[config.mk]
export PLATFORM = sky130hd
export DESIGN_NAME = tpw_channel
export DESIGN_NICKNAME = d
export VERILOG_FILES = /design/src/include/tpw_pkg.sv /design/src/hdl/tpw_clk_div.sv /design/src/hdl/tpw_channel.sv
export SDC_FILE = /design/constraint.sdc
export NUM_CORES = 1
export LEC_CHECK = 0
export BUFFER_PORTS_ARGS = -buffer_cell sky130_fd_sc_hd__buf_2
export CORE_MARGIN = 3
export CORE_UTILIZATION = 40
export CTS_CLUSTER_DIAMETER = 200
export CTS_CLUSTER_SIZE = 20
export DETAILED_ROUTE_END_ITERATION = 6
export GPL_TIMING_DRIVEN = 0
export PLACE_DENSITY = 0.66
export SETUP_SLACK_MARGIN = 0.15
export SLEW_MARGIN = 20
export SYNTH_ARGS = -nofsm -noshare
export SYNTH_HDL_FRONTEND = slang
export SYNTH_HIERARCHICAL = 1
export SYNTH_SLANG_ARGS = --single-unit
[constraint.sdc]
create_clock -name mclk -period 2.1 [get_ports mclk]
set_input_delay 0.315 -clock mclk [delete_from_list [all_inputs] [get_ports mclk]]
set_output_delay 0.315 -clock mclk [all_outputs]
set_load 0.005 [all_outputs]
[src/include/tpw_pkg.sv]
package tpw_pkg;

    // operating mode field value that selects pulse width operation
    localparam logic [1:0]  MODE_PWM   = 2'h3;

    // count clock select codes
    localparam logic [1:0]  CLK_UNDIV  = 2'h0;
    localparam logic [1:0]  CLK_DIV8   = 2'h1;
    localparam logic [1:0]  CLK_DIV32  = 2'h2;
    localparam logic [1:0]  CLK_SUB32  = 2'h3;

    // divider terminal counts (divide by 8 and by 32)
    localparam logic [4:0]  DIV8_LAST  = 5'h07;
    localparam logic [4:0]  DIV32_LAST = 5'h1F;

    // periods: 65535 count clocks (16-bit), 255 prescaled ticks (8-bit)
    localparam logic [15:0] PER16_LAST = 16'hFFFE;
    localparam logic [7:0]  PER8_LAST  = 8'hFE;

    // reset value of reload and active width; interrupt level that disables the request
    localparam logic [15:0] RELOAD_RST = 16'h0000;
    localparam logic [2:0]  IRQ_OFF    = 3'h0;

    typedef enum logic [1:0] {
        ST_IDLE,
        ST_WAIT_TRIG,
        ST_RUN
    } tpw_state_t;

endpackage : tpw_pkg

[src/hdl/tpw_clk_div.sv]
`timescale 1ns/1ps
// count clock enable: undivided, /8, /32 or sub-clock /32
module tpw_clk_div (
    input  wire logic       mclk,
    input  wire logic       rstn,
    input  wire logic       run,
    input  wire logic [1:0] sel,
    input  wire logic       subclk_tick,
    output logic            tick
);

    logic [4:0] div_cnt;

    // sub-clock source advances only on its own ticks
    wire       step      = (sel == tpw_pkg::CLK_SUB32) ? subclk_tick : 1'b1;
    wire [4:0] div_last  = (sel == tpw_pkg::CLK_DIV8) ? tpw_pkg::DIV8_LAST
                                                      : tpw_pkg::DIV32_LAST;
    wire       div_wrap  = step & (div_cnt == div_last);
    wire       next_tick = run & ((sel == tpw_pkg::CLK_UNDIV) | div_wrap);

    // cleared while stopped so the first period starts on a full tick
    always_ff @(posedge mclk or negedge rstn) begin
        if (!rstn) begin
            div_cnt <= 5'h00;
            tick    <= 1'b0;
        end else begin
            tick <= next_tick;
            if (!run || div_wrap)
                div_cnt <= 5'h00;
            else if (step)
                div_cnt <= div_cnt + 5'h01;
        end
    end

endmodule : tpw_clk_div

[src/hdl/tpw_channel.sv]
`timescale 1ns/1ps
// Overview of operation
// - mode bit picks 16-bit sub-mode when clear, 8-bit when set
// - 16-bit period is fixed at 65535 count clocks
// - 16-bit output high for n count clocks each period
// - 8-bit upper byte sets high width in prescaled ticks
// - 8-bit lower byte m prescales by m+1; period 255 ticks
// - 8-bit high time is n times (m+1) count clocks
// - output repeats on its own once started
// - writes while counting go to reload; counter takes it next period
// - both operating mode bits set selects pulse width operation
// - pulse function bit must be set for pulse width operation
// - trigger source bit: start flag when clear, external edge when set
// - edge bit: falling edge when clear, rising edge when set
// - two-bit select picks undivided, /8, /32 or sub-clock /32
// - the channel start bit starts counting
// - every channel of this timer offers pulse width operation
module tpw_channel (
    input  wire logic        mclk,
    input  wire logic        rstn,
    input  wire logic        op_mode_sel_lo,
    input  wire logic        op_mode_sel_hi,
    input  wire logic        pulse_func_sel,
    input  wire logic        trig_edge_sel,
    input  wire logic        trig_source_sel,
    input  wire logic        width_8bit_sel,
    input  wire logic        count_clk_sel_lo,
    input  wire logic        count_clk_sel_hi,
    input  wire logic        subclk_tick,
    input  wire logic        chan_start_bit,
    input  wire logic        ext_trigger_in,
    input  wire logic        chan_count_wr,
    input  wire logic [15:0] chan_count_wdata,
    input  wire logic [2:0]  chan_irq_level,
    output logic [15:0]      chan_count_rdata,
    output logic             pwm_out,
    output logic             irq_req,
    output logic             counting
);

    tpw_pkg::tpw_state_t state;
    tpw_pkg::tpw_state_t next_state;

    logic [15:0] reload;
    logic [15:0] act;
    logic        act_w8;
    logic [15:0] cnt;
    logic [7:0]  pre;
    logic        trig_prev;
    logic        tick;

    // mode decode: other timer modes are not this block's job
    wire pwm_en = ({op_mode_sel_hi, op_mode_sel_lo} == tpw_pkg::MODE_PWM)
                  & pulse_func_sel;
    wire go     = pwm_en & chan_start_bit;

    // trigger edges; input is already synchronous to mclk
    wire trig_rise = ext_trigger_in & ~trig_prev;
    wire trig_fall = ~ext_trigger_in & trig_prev;
    wire trig_fire = trig_edge_sel ? trig_rise : trig_fall;

    wire running   = (state == tpw_pkg::ST_RUN);
    wire enter_run = ((state == tpw_pkg::ST_IDLE) & go & ~trig_source_sel)
                   | ((state == tpw_pkg::ST_WAIT_TRIG) & go & trig_fire);

    // prescaler and period counter
    wire pre_wrap   = act_w8 ? (pre == act[7:0]) : 1'b1;
    wire per_last   = act_w8 ? (cnt[7:0] == tpw_pkg::PER8_LAST)
                             : (cnt == tpw_pkg::PER16_LAST);
    wire step       = running & tick & pre_wrap;
    wire period_end = step & per_last;
    wire high_now   = act_w8 ? (cnt[7:0] < act[15:8])
                             : (cnt < act);
    wire [1:0] clk_sel = {count_clk_sel_hi, count_clk_sel_lo};

    wire [15:0] next_cnt = !running   ? 16'h0000 :
                           period_end ? 16'h0000 :
                           step       ? cnt + 16'h0001 : cnt;
    wire [7:0]  next_pre = (!running || (tick && pre_wrap)) ? 8'h00 :
                           tick ? pre + 8'h01 : pre;

    // divider follows the next state, so the first count clock after start is a full one
    wire run_next = (next_state == tpw_pkg::ST_RUN);

    tpw_clk_div u_clk_div (
        .mclk        (mclk),
        .rstn        (rstn),
        .run         (run_next),
        .sel         (clk_sel),
        .subclk_tick (subclk_tick),
        .tick        (tick)
    );

    // channel sequencing
    always_comb begin
        next_state = state;
        case (state)
            tpw_pkg::ST_IDLE: begin
                if (go)
                    next_state = trig_source_sel ? tpw_pkg::ST_WAIT_TRIG
                                                 : tpw_pkg::ST_RUN;
            end
            tpw_pkg::ST_WAIT_TRIG: begin
                if (!go)
                    next_state = tpw_pkg::ST_IDLE;
                else if (trig_fire)
                    next_state = tpw_pkg::ST_RUN;
            end
            tpw_pkg::ST_RUN: begin
                if (!go)
                    next_state = tpw_pkg::ST_IDLE;
            end
            default: next_state = tpw_pkg::ST_IDLE;
        endcase
    end

    always_ff @(posedge mclk or negedge rstn) begin
        if (!rstn) begin
            state     <= tpw_pkg::ST_IDLE;
            trig_prev <= 1'b0;
        end else begin
            state     <= next_state;
            trig_prev <= ext_trigger_in;
        end
    end

    // software writes land only in reload; never disturb a live period
    always_ff @(posedge mclk or negedge rstn) begin
        if (!rstn)
            reload <= tpw_pkg::RELOAD_RST;
        else if (chan_count_wr)
            reload <= chan_count_wdata;
    end

    // active width and sub-mode change only at a period boundary
    always_ff @(posedge mclk or negedge rstn) begin
        if (!rstn) begin
            act    <= tpw_pkg::RELOAD_RST;
            act_w8 <= 1'b0;
        end else if (enter_run || period_end) begin
            act    <= reload;
            act_w8 <= width_8bit_sel;
        end
    end

    always_ff @(posedge mclk or negedge rstn) begin
        if (!rstn) begin
            cnt <= 16'h0000;
            pre <= 8'h00;
        end else begin
            cnt <= next_cnt;
            pre <= next_pre;
        end
    end

    // outputs; readback mid-count is only a snapshot
    always_ff @(posedge mclk or negedge rstn) begin
        if (!rstn) begin
            pwm_out          <= 1'b0;
            irq_req          <= 1'b0;
            counting         <= 1'b0;
            chan_count_rdata <= 16'h0000;
        end else begin
            pwm_out          <= running & high_now;
            irq_req          <= period_end & (chan_irq_level != tpw_pkg::IRQ_OFF);
            counting         <= running;
            chan_count_rdata <= running ? cnt : reload;
        end
    end
endmodule : tpw_channel

==> After elaboration in Yosys (flattened, before gate mapping) <==
Cells that the tools add are included.
{ "word_totals": {"out_inout_bits": 19, "in_bits": 33, "ff_bits": 85} }
{ "op_classes": {"n_reduce_logical": 11, "mux": 20, "add_sub_neg": 3, "n_lt_le_gt_ge": 2, "bitwise": 20, "eq_ne": 11} }
{ "op_table": {"columns": ["op", "n"], "rows": [
  ["16-bit two-way mux", 4],
  ["16-bit by 1-bit adder with 16-bit output, second input constant", 1],
  ["16-bit equality test, second input constant", 1],
  ["16-bit < comparator", 1],
  ["8-bit two-way mux", 2],
  ["1-bit bitwise AND", 15],
  ["5-bit two-way mux", 3],
  ["2-bit two-way mux", 5],
  ["8-bit by 1-bit adder with 8-bit output, second input constant", 1],
  ["2-bit equality test, second input constant", 4],
  ["8-bit equality test", 1],
  ["8-bit equality test, second input constant", 1],
  ["8-bit < comparator", 1],
  ["2-bit one-hot mux with 3 select lines", 1],
  ["5-bit by 1-bit adder with 5-bit output, second input constant", 1],
  ["5-bit equality test", 1],
  ["1-bit two-way mux", 5],
  ["2-bit by 1-bit equality test with 1-bit output, second input constant", 2],
  ["2-bit logical NOT", 2],
  ["2-bit nonzero test", 2],
  ["1-bit logical OR", 3],
  ["3-bit by 1-bit inequality test with 1-bit output, second input constant", 1],
  ["1-bit inverter", 3],
  ["3-bit nonzero test", 1],
  ["other kinds (3)", 5]
]} }

==> Longest topological paths before layout <==
Gate-level depths: netlist (run 1).
{ "logic_depth": {"word_depth": 10, "ltp_mapped": 8} }

==> Hierarchy <==
The synthesis (run 1) kept the hierarchy.
{ "by_module_without_submodules": {"columns": ["module", "instances", "seq_area_each_um2", "cells_each", "area_each_um2"], "rows": [
  ["tpw_channel", 1, 1976.9, 393, 4142.7],
  ["tpw_clk_div", 1, 150.1, 29, 316.6]
]} }

==> Least setup slack after synthesis (run 1) <==
No wires, ideal clock.
{ "synth_timing": {"kind": "register -> register", "start": "register state[0]", "end": "register act[10]", "n_path_buf": 2, "stages_incl_launch_ff": 7, "required_ps": 1975, "slack_ps": 134, "period_less_slack_ps": 1966, "t_arrival_ps": 1841, "path_cell_list": "dfrtp_1 or2b_1 clkbuf_8 or3_4 o22ai_4 buf_8 mux2_4"} }
{ "synth_between": {"elab_chain_len": 5} }
{ "synth_lines": {"columns": ["element", "line_no", "rtl"], "rows": [
  ["from (decl)", "tpw_channel.sv:41", "tpw_pkg::tpw_state_t state;"],
  ["from (signal assigned)", "tpw_channel.sv:119", "state <= tpw_pkg::ST_IDLE;"],
  ["from (signal assigned)", "tpw_channel.sv:122", "state <= next_state;"],
  ["2-bit by 1-bit equality test with 1-bit output (tied with other cells)", "tpw_channel.sv:64", "| ((state == tpw_pkg::ST_WAIT_TRIG) & go & trig_fire);"],
  ["1-bit bitwise AND, on equally long branches (2 in series)", "tpw_channel.sv:64, tpw_channel.sv:63, tpw_channel.sv:70", null],
  ["1-bit OR / 1-bit bitwise AND (equally long branches)", "tpw_channel.sv:64, tpw_channel.sv:71", null],
  ["1-bit logical OR *", "tpw_channel.sv:140", "end else if (enter_run || period_end) begin"],
  ["to (signal assigned)", "tpw_channel.sv:138", "act <= tpw_pkg::RELOAD_RST;"],
  ["to (signal assigned)", "tpw_channel.sv:141", "act <= reload;"],
  ["to (decl)", "tpw_channel.sv:45", "logic [15:0] act;"]
]} }
Every way passes the cells marked *; elsewhere a longest branch is shown, timed or not.
A chain may end at the register's enable or synchronous reset.

==> Worst setup path after layout (run 1) <==
{ "layout_timing": {"start": "register act[6]", "end": "register act[6]"} }
{ "layout_between": {"elab_chain_len": 5} }
{ "layout_lines": {"columns": ["element", "line_no", "rtl"], "rows": [
  ["8-bit equality test", "tpw_channel.sv:67", "wire pre_wrap = act_w8 ? (pre == act[7:0]) : 1'b1;"],
  ["1-bit two-way mux", "tpw_channel.sv:67", null],
  ["1-bit bitwise AND", "tpw_channel.sv:70", "wire step = running & tick & pre_wrap;"],
  ["1-bit bitwise AND", "tpw_channel.sv:71", "wire period_end = step & per_last;"],
  ["1-bit logical OR", "tpw_channel.sv:140", null]
]} }
No other way between the ends.

==> run_results.csv, run 1 <==
group,metric,value,unit
detailed_routing,viasPerCell,5.39,
sta,finalHoldViolations,0,
sta,rsz0062_at_grt,"true",
synth,ys_warn_count,6,
run_status,run_status,"complete, no violations",
cts,clock_latency,0.38,ns
sta,worst_pin_slew,0.655,ns
sta,slew_headroom,0.563,
setup_path,path_class,"flop to flop",
setup_path,r2r_start,"act[6]",
sta,post-route-min-period,2.04,ns
cells_and_area,antennaDiodeCount,0,
detailed_routing,drt_iter0_drc,322,
power_and_ir_drop,design_power_total,3.89,mW
sta,final.period_utilization,0.972,
cells_and_area,final_nets,577,
flow_run,drv_cap,0,
global_route,grt_pass1_wl,18500,um
detailed_routing,antenna_left,0,
sta,setup_viol,0,
global_route,antenna_found_initial,0,
cts,clockRootBuffer,"clkbuf_8",
cells_and_area,area_growth,25.6,%
global_route,first_global_vias,3680,
min_path,hold_start,"ext_trigger_in",
synth,syn-instance-count,422,
setup_path,timing.rr.end,"act[6]",
floorplanning,die_area,0.0125,mm^2
power_and_ir_drop,total_leakage_power,2.58,nW
power_and_ir_drop,p_per_area,695,mW/mm^2
cts,clockBufferDepth,2,
floorplanning,row_count,37,
global_route,grt_use_total,0.184,
floorplanning,die_h,112,um
synth,synth-async-reset-ratio,1.00,
place,portBuffers,50,
sta,skew,0.0212,ns
synth,yosys.area.top_type,"dfrtp_1",
setup_path,startpoint_type,"flop",
setup_path,crit_path_max_fanout,5,
min_path,holdCritPathClass,"primary input to flop",
floorplanning,io_pins,52,
place,dp_hpwl,7550,um
floorplanning,start_util,0.421,
detailed_routing,drt_first_pass_iters,4,
cts,cts_buffers,9,
setup_path,cp_data_required_time,2.36,ns
cells_and_area,drive_gt1_frac,0.348,
setup_path,r2r_slack,0.06,ns
cts,cts.reportedPaths.clkPinSlew,0.09,ns
synth,synthMostInstantiatedCell,"dfrtp_1",
synth,synth_top_area_frac,0.477,
setup_path,arrival,2.30,ns
floorplanning,chipWidth,112,um
global_route,grt_start_max_net_pins,47,
synth,synth_area,0.00446,mm^2
min_path,hold_depth,1,
synth,ys_ff_latch,85,
place,place_congestion,0.855,
place,pre_cts_slack,-0.197,ns
floorplanning,core_area,0.0106,mm^2
global_route,overflow,0,
synth,ys_types,54,
synth,avgSynthCellArea,10.6,um^2
cells_and_area,fin_util,0.528,
detailed_routing,drc,0,
synth,yosysSeqAreaShare,0.477,
detailed_routing,vias,3552,
sta,max_freq,490,MHz
detailed_routing,wire_per_inst,16.8,um
synth,synth_nets,481,
synth,synth_common_cells,"dfrtp_1 (85), nand2_1 (57), a21oi_1 (27)",
sta,fin_ws,0.0595,ns
setup_path,end_kind,"flop",
detailed_routing,wl,11100,um
sta,tns,0,ns
cts,cts.sinks,85,
synth,synthFlopType,"dfrtp_1",
cts,cts_tree,"yes",
synth,synth-edff-count,0,
cts,h-tree-depth,3,
setup_path,reg2regPathDepth,8,
sta,drv_slew,0,
synth,yosys-top-cells-area,"dfrtp_1 (48%), ha_1 (7.3%), mux2_2 (6.1%)",
min_path,whs_endpoint,"trig_prev",
power_and_ir_drop,vdd_drop_max,0.333,mV
## stage by stage
stage	instance area [um^2]	hold slack [ns]	std cells
final	5600	0.0730	659
after global routing	5600	0.0758	659
after CTS	5430	0.0639	655
after detailed placement	4910	0.333	609
after global placement	4880	0.430	608
after floorplan	4460	0.0194	422
## kinds of logic (layout without fill, tap and decap cells)
logic type	count (synthesis)	count (layout)	share of synthesized area
AO/OA/AOI/OAI	71	71	0.0985
XOR/XNOR	15	15	0.0295
adder cells (fa/ha/maj)	26	26	0.0730
buffers and inverters	33	134	0.0328
flip-flops	85	85	0.477
multiplexers	38	38	0.103
AND/OR/NAND/NOR	154	154	0.186
## cells in the final DEF (no fill, tap or decap), types with 6 or more instances in the layout
master / instances
mux2_2: 17
mux2_4: 17
nor2_1: 18
a21o_1: 6
nand3_1: 7
ha_1: 24
clkbuf_8: 10
o21ai_0: 20
and3_1: 8
nand4_1: 11
buf_2: 51
a21oi_1: 24
nor3_1: 7
dfrtp_2: 9
xnor2_1: 8
dfrtp_1: 76
nand2_1: 57
buf_4: 28
inv_1: 19
## metal layers
| metal | up-vias | GRT usage | wire length [um] |
|---|---|---|---|
| li1 | 1690 | - | - |
| met1 | 1715 | 0.244 | 4810 |
| met2 | 120 | 0.290 | 5330 |
| met3 | 27 | 0.0321 | 617 |
| met4 | 0 | 0.0925 | 342 |
| met5 | - | 0 | 0 |
## what timing repair did
item / CTS / global route
endpoints found under the setup margin: 37 / 38
hold buffers: 1 / 0
pin swaps: 4 / 16
setup buffers: 28 / 4
resized for setup: 27 / 37
gates cloned: 1 / 0
endpoints found under the hold margin: 39 / 0
## how the worst max path moves through the flow
stage	endpoint	from	depth (start not counted)	slack, ns
after floorplan	act[10]	state[0]	6	0.16
after global placement	act[12]	cnt[5]	6	-0.14
after detailed placement	act[11]	cnt[5]	6	-0.20
after CTS	act[0]	cnt[0]	8	0.07
after global routing	cnt[12]	cnt[0]	6	-0.03
final	act[6]	act[6]	8	0.06
## power breakdown
| group | internal (mW) | switching, mW | total, mW |
|---|---|---|---|
| Combinational | 0.418 | 0.355 | 0.773 |
| Clock | 0.553 | 0.637 | 1.19 |
| Sequential | 1.79 | 0.135 | 1.93 |
## critical path, stage by stage (launching register included)
cell and delay (ns):
dfrtp_1 0.44, xnor2_1 0.17, nand4_1 0.24, nor3_2 0.23, a31oi_2 0.08, o22ai_4 0.20
buf_6 0.16, buf_16 0.12, mux2_4 0.29
## flip-flops by register name, indices dropped and copies added, names as in the netlist
register,count
trig_prev,1
reload,16
cnt,16
pwm_out,1
act,16
counting,1
state,2
u_clk_div/tick,1
irq_req,1
u_clk_div/div_cnt,5
chan_count_rdata,16
pre,8
act_w8,1
## layout make-up
type	count	area, um^2
repair buffers	85	589
multi-input cells	304	2330
well taps	136	170
inverters	20	75.1
flip-flops and latches	85	2140
clock inverters	7	75.1
fillers	934	5000
clock buffers	9	124
plain buffers	13	96.3
Power figures use the tool's default switching activity.
==> run 2, diff against run 1 <==
--- a/config.mk
+++ b/config.mk
@@ -6,13 +6,15 @@
 export NUM_CORES = 1
 export LEC_CHECK = 0
 export BUFFER_PORTS_ARGS = -buffer_cell sky130_fd_sc_hd__buf_2
+export CELL_PAD_IN_SITES_DETAIL_PLACEMENT = 1
+export CELL_PAD_IN_SITES_GLOBAL_PLACEMENT = 2
 export CORE_MARGIN = 3
 export CORE_UTILIZATION = 40
 export CTS_CLUSTER_DIAMETER = 200
 export CTS_CLUSTER_SIZE = 20
 export DETAILED_ROUTE_END_ITERATION = 6
 export GPL_TIMING_DRIVEN = 0
-export PLACE_DENSITY = 0.66
+export PLACE_DENSITY = 0.89
 export SETUP_SLACK_MARGIN = 0.15
 export SLEW_MARGIN = 20
 export SYNTH_ARGS = -nofsm -noshare
==> constraint.sdc (replaced) <==
create_clock -name mclk -period 2.4 [get_ports mclk]
set_input_delay 0.36 -clock mclk [delete_from_list [all_inputs] [get_ports mclk]]
set_output_delay 0.36 -clock mclk [all_outputs]
set_load 0.005 [all_outputs]
==> run 2 against run 1 <==
  * Sequential power fell by 13%
  * Flip-flop and latch count did not move
  * Sequential share of layout area grew 3.0 points
  * Clock-buffer cell count increased by 3
  * Critical path depth down 1
  * Worst hold slack lost 0.064 ns
  * Highest routed layer unchanged
==> run_results.csv, run 2 (synthesized netlist as in run 1, its figures left out) <==
group,metric,value,unit
flow_run,drv_cap,0,
global_route,antenna_found_initial,0,
sta,finalHoldViolations,0,
global_route,overflow,0,
sta,setup_viol,0,
detailed_routing,drc,0,
detailed_routing,drt_iter0_drc,164,
global_route,grt_start_max_net_pins,51,
cells_and_area,fin_util,0.489,
setup_path,startpoint_type,"flop",
floorplanning,row_count,37,
detailed_routing,wl,11600,um
cts,cts.reportedPaths.clkPinSlew,0.09,ns
global_route,grt_pass1_wl,19400,um
cells_and_area,nFillCells,1212,
sta,skew,0.0157,ns
cts,cts_tree,"yes",
floorplanning,core_area,0.0106,mm^2
sta,drv_slew,0,
floorplanning,die_h,112,um
floorplanning,chipWidth,112,um
cells_and_area,area_growth,16.2,%
cts,clockRootBuffer,"clkbuf_8",
cells_and_area,fin_area,0.00518,mm^2
cts,cts-hold-fix-buffers,0,
place,postPlaceCellArea,0.00490,mm^2
cts,clockBufferDepth,2,
power_and_ir_drop,vdd_drop_max,0.334,mV
detailed_routing,viasPerCell,5.52,
setup_path,arrival,2.44,ns
floorplanning,start_util,0.421,
floorplanning,die_area,0.0125,mm^2
cts,h-tree-depth,3,
detailed_routing,antenna_left,0,
cells_and_area,final_cell_mix,"dfrtp_1 (79), nand2_1 (57), buf_2 (50)",
detailed_routing,vias,3509,
sta,max_freq,457,MHz
min_path,holdCritPathClass,"primary input to async pin",
global_route,first_global_vias,3792,
sta,slew_headroom,0.545,
cts,cts.sinks,85,
sta,post-route-min-period,2.19,ns
detailed_routing,drt_first_pass_iters,4,
place,dp_hpwl,8490,um
sta,hold-worst-slack,0.00915,ns
sta,worst_pin_slew,0.682,ns
detailed_routing,wire_per_inst,18.2,um
setup_path,path_class,"flop to flop",
sta,rsz0062_at_grt,"true",
setup_path,startpoint,"cnt[0]",
cells_and_area,antennaDiodeCount,0,
cts,clock_latency,0.38,ns
place,place_congestion,0.851,
setup_path,crit_path_max_fanout,5,
global_route,grt_use_total,0.195,
floorplanning,io_pins,52,
place,portBuffers,50,
cells_and_area,drive_gt1_frac,0.272,
cts,cts_buffers,9,
setup_path,r2r_start,"cnt[0]",
setup_path,cp_data_required_time,2.66,ns
power_and_ir_drop,p_per_area,623,mW/mm^2
setup_path,end_kind,"flop",
power_and_ir_drop,total_leakage_power,2.41,nW
cells_and_area,final_nets,554,
run_status,run_status,"complete, no violations",
sta,final.period_utilization,0.911,
cells_and_area,layout_commonest_cell,"dfrtp_1",
## run 2: path summary, 6_finish.rpt
path                                   end  slack (ns)  cells past startpoint
worst max-delay path                act[2]        0.21                      7
worst min-delay path            reload[12]       0.009                      1
worst max register to register      act[2]        0.21                      7
worst min register to register    state[0]        0.46                      1
max in group asynchronous           pre[2]        1.76                      2
min in group mclk                trig_prev        0.13                      1
## run 2: metal layers
| layer | global-route usage | vias to the layer above | part of all wire |
|---|---|---|---|
| li1 | - | 1637 | - |
| met2 | 0.320 | 67 | 0.49 |
| met5 | 0 | - | 0 |
| met3 | 0.0321 | 22 | 0.029 |
| met4 | 0.0949 | 0 | 0.028 |
| met1 | 0.251 | 1783 | 0.45 |
## run 2: through the flow
stage	total power, mW	setup TNS [ns]	worst slack [ns]	cells
after global placement	2.24	0	0.0277	608
final	3.23	0	0.213	636
after floorplan	2.06	0	0.434	422
after CTS	3.26	0	0.152	626
after detailed placement	2.29	-0.00202	-0.00202	609
after global routing	3.42	0	0.102	636
## run 2: what timing repair did
action                     4_1_cts  5_1_grt
hold endpoints to repair         0        0
gates cloned                     0        0
setup endpoints to repair       16       26
pin swaps                        1        2
setup buffers                    1       10
resized for setup                3       11
## run 2: power by group
group          internal, mW  switching [mW]  total (mW)
sequential             1.57           0.115        1.68
combinational         0.294           0.286       0.580
clock                 0.428           0.537       0.965
total                  2.29           0.938        3.23
## run 2: layout make-up
class	count	area [um^2]	share of cell area
Timing Repair Buffer	62	355	0.0686
Clock inverter	4	22.5	0.00435
Clock buffer	12	155	0.0299
Sequential cell	85	2130	0.412
Multi-Input combinational cell	304	2190	0.422
Tap cell	136	170	0.0328
Buffer	13	80.1	0.0155
Inverter	20	75.1	0.0145
## run 2: critical path, cell delays in order, from the launching register on
cell	delay (ns)
dfrtp_2	0.46
inv_2	0.10
ha_1	0.16
nand4_1	0.15
or3_4	0.39
o22ai_4	0.28
buf_4	0.21
mux2_2	0.32
==> run 3, diff against run 2 <==
--- a/config.mk
+++ b/config.mk
@@ -14,10 +14,9 @@
 export CTS_CLUSTER_SIZE = 20
 export DETAILED_ROUTE_END_ITERATION = 6
 export GPL_TIMING_DRIVEN = 0
-export PLACE_DENSITY = 0.89
+export PLACE_DENSITY = 0.9
 export SETUP_SLACK_MARGIN = 0.15
 export SLEW_MARGIN = 20
 export SYNTH_ARGS = -nofsm -noshare
 export SYNTH_HDL_FRONTEND = slang
-export SYNTH_HIERARCHICAL = 1
 export SYNTH_SLANG_ARGS = --single-unit
==> constraint.sdc (replaced) <==
create_clock -name mclk -period 2.64 [get_ports mclk]
set_input_delay 0.396 -clock mclk [delete_from_list [all_inputs] [get_ports mclk]]
set_output_delay 0.396 -clock mclk [all_outputs]
set_load 0.05 [all_outputs]
==> run 3 against run 2 <==
  * Global-route usage grew 0.26 points
  * Critical path type unchanged
  * Clock-buffer cell count decreased by 3
  * Largest power group unchanged
  * Total power fell by 1.9%
==> run_results.csv, run 3 <==
group,metric,value,unit
power_and_ir_drop,total_leakage_power,2.45,nW
cts,clockRootBuffer,"clkbuf_8",
global_route,overflow,0,
synth,yosys.area.top_type,"dfrtp_1",
synth,synth_area,0.00439,mm^2
synth,synth_nets,491,
setup_path,startpoint_type,"flop",
floorplanning,die_h,111,um
floorplanning,core_area,0.0105,mm^2
synth,synthMuxAreaShare,0.100,
sta,finalHoldViolations,0,
synth,yosys-top-cells-area,"dfrtp_1 (48%), ha_1 (7.4%), mux2_2 (6.2%)",
synth,synth_top_area_frac,0.484,
floorplanning,chipWidth,111,um
cells_and_area,final_nets,557,
setup_path,crit_path_max_fanout,10,
detailed_routing,antenna_left,0,
floorplanning,row_count,37,
global_route,grt_start_max_net_pins,40,
cells_and_area,area_growth,16.4,%
synth,synth-async-reset-ratio,1.00,
sta,skew,0.00985,ns
sta,drv_slew,0,
cells_and_area,final_cell_mix,"dfrtp_1 (83), nand2_1 (63), buf_2 (50)",
synth,ys_ff_latch,85,
power_and_ir_drop,design_power_total,3.17,mW
detailed_routing,vias,3489,
place,portBuffers,50,
detailed_routing,drt_first_pass_iters,4,
detailed_routing,drt_iter0_drc,144,
synth,synthFlopType,"dfrtp_1",
synth,synthMostInstantiatedCell,"dfrtp_1",
power_and_ir_drop,vdd_drop_max,0.317,mV
detailed_routing,wire_per_inst,18.2,um
cts,cts.reportedPaths.clkPinSlew,0.10,ns
global_route,antenna_found_initial,0,
cts,h-tree-depth,3,
cts,clockBufferDepth,2,
sta,max_freq,419,MHz
cts,cts.sinks,85,
cts,cts_tree,"yes",
setup_path,path_class,"flop to flop",
setup_path,arrival,2.63,ns
place,place_congestion,0.836,
synth,synth-xor-area-share,0.0239,
floorplanning,die_area,0.0123,mm^2
cells_and_area,antennaDiodeCount,0,
synth,avgSynthCellArea,10.2,um^2
synth,ys_warn_count,0,
synth,synth_compound_area_frac,0.0946,
synth,yosysSeqAreaShare,0.484,
detailed_routing,drc,0,
cells_and_area,layout_commonest_cell,"dfrtp_1",
setup_path,cp_data_required_time,2.89,ns
global_route,grt_use_total,0.198,
sta,setup_viol,0,
cells_and_area,nFillCells,1189,
place,dp_hpwl,8650,um
floorplanning,io_pins,52,
cts,cts_buffers,9,
global_route,grt_pass1_wl,19700,um
sta,hold-worst-slack,0.168,ns
sta,worst_pin_slew,0.802,ns
power_and_ir_drop,p_per_area,619,mW/mm^2
floorplanning,start_util,0.418,
run_status,run_status,"complete, no violations",
sta,final.period_utilization,0.903,
synth,yosys.area_share.simple,0.185,
synth,synth_common_cells,"dfrtp_1 (85), nand2_1 (64), o21ai_0 (29)",
synth,syn-instance-count,432,
cells_and_area,drive_gt1_frac,0.237,
cells_and_area,multiInputGateArea,0.00211,mm^2
min_path,holdCritPathClass,"primary input to flop",
synth,synth-edff-count,0,
cells_and_area,seqCellArea,0.00213,mm^2
detailed_routing,wl,11600,um
synth,synth_top_family_by_area,"simple AND/OR/NAND/NOR gates",
sta,slew_headroom,0.458,
flow_run,drv_cap,0,
detailed_routing,viasPerCell,5.46,
sta,tns,0,ns
sta,post-route-min-period,2.38,ns
cts,clock_latency,0.36,ns
setup_path,end_kind,"flop",
sta,rsz0062_at_grt,"false",
global_route,first_global_vias,3774,
synth,yosys.area_share.adder,0.0741,
synth,ys_types,48,
==> run 3: cell types whose count changed after synthesis, moves of 3 or more <==
| cell | change |
|---|---|
| o21ai_0 | +8 |
| nand2_1 | +7 |
| nor2_1 | +6 |
| nand2b_1 | +5 |
| nor3b_1 | -5 |
| or3b_1 | -5 |
| a21oi_1 | -4 |
| a32o_1 | -4 |
| or4_1 | +4 |
| inv_1 | +3 |
| nor3_1 | -3 |
| xnor2_1 | -3 |
==> run 3: power by group <==
group	total [mW]	leakage (nW)	internal, mW	switching, mW
Combinational	0.617	1.26	0.273	0.344
Sequential	1.54	1.08	1.43	0.112
Clock	1.01	0.106	0.462	0.548
==> run 3: metrics by stage <==
stage	instance area [um^2]	worst slack (ns)	util	cells
finish	5110	0.255	0.486	639
global route	5110	0.154	0.486	639
CTS	5090	0.192	0.484	637
floorplan	4390	0.563	-	432
detailed placement	4850	0.190	0.462	620
global placement	4810	0.234	0.458	618
==> run 3: cells by family (layout without fill, tap and decap cells) <==
family / Yosys count / count (layout)
AO/OA/AOI/OAI: 72 / 72
XOR/XNOR: 12 / 12
adder cells (fa/ha/maj): 26 / 26
buffers and inverters: 38 / 109
flip-flops: 85 / 85
multiplexers: 36 / 36
AND/OR/NAND/NOR: 163 / 163
==> run 3: what timing repair did <==
item / in CTS / in global routing
endpoints found under the setup margin: 7 / 24
pin swaps: 0 / 2
hold endpoints to repair: 16 / 0
setup buffers: 0 / 2
hold buffers: 1 / 0
gates resized for setup: 1 / 7
==> run 3: final timing paths <==
| kind | cells past startpoint | start | slack (ns) | to |
|---|---|---|---|---|
| setup / recovery | 8 | cnt[5] | 0.26 | act[12] |
| hold / removal | 1 | ext_trigger_in | 0.17 | trig_prev |
| setup reg to reg | 8 | cnt[5] | 0.26 | act[12] |
| hold reg to reg | 1 | state[1] | 0.51 | state[0] |
| max in group asynchronous | 4 | rstn | 1.50 | counting |
| min in group asynchronous | 2 | rstn | 0.44 | cnt[5] |
==> run 3: cell type report <==
class | count | share of cell area
multi-input combinational | 309 | 0.412
clock inverter | 7 | 0.0179
inverter | 23 | 0.0169
clock buffer | 9 | 0.0242
tap | 136 | 0.0333
timing repair buffer | 55 | 0.0622
buffer | 15 | 0.0164
sequential | 85 | 0.417
==> run 3: metal layers <==
metal | up-vias | track usage | wire length, um
met5 | - | 0 | 0
met4 | 0 | 0.0608 | 197
met3 | 18 | 0.0300 | 385
met2 | 65 | 0.321 | 5520
met1 | 1760 | 0.273 | 5500
li1 | 1646 | - | -
==> run 3: critical path, cell delays in order (launching register included) <==
cell and delay, ns:
dfrtp_1 0.58, and4_4 0.30, nand4_1 0.13, or2_0 0.22, buf_2 0.15, o31a_1 0.29, buf_6 0.15, buf_12 0.15
mux2_4 0.29
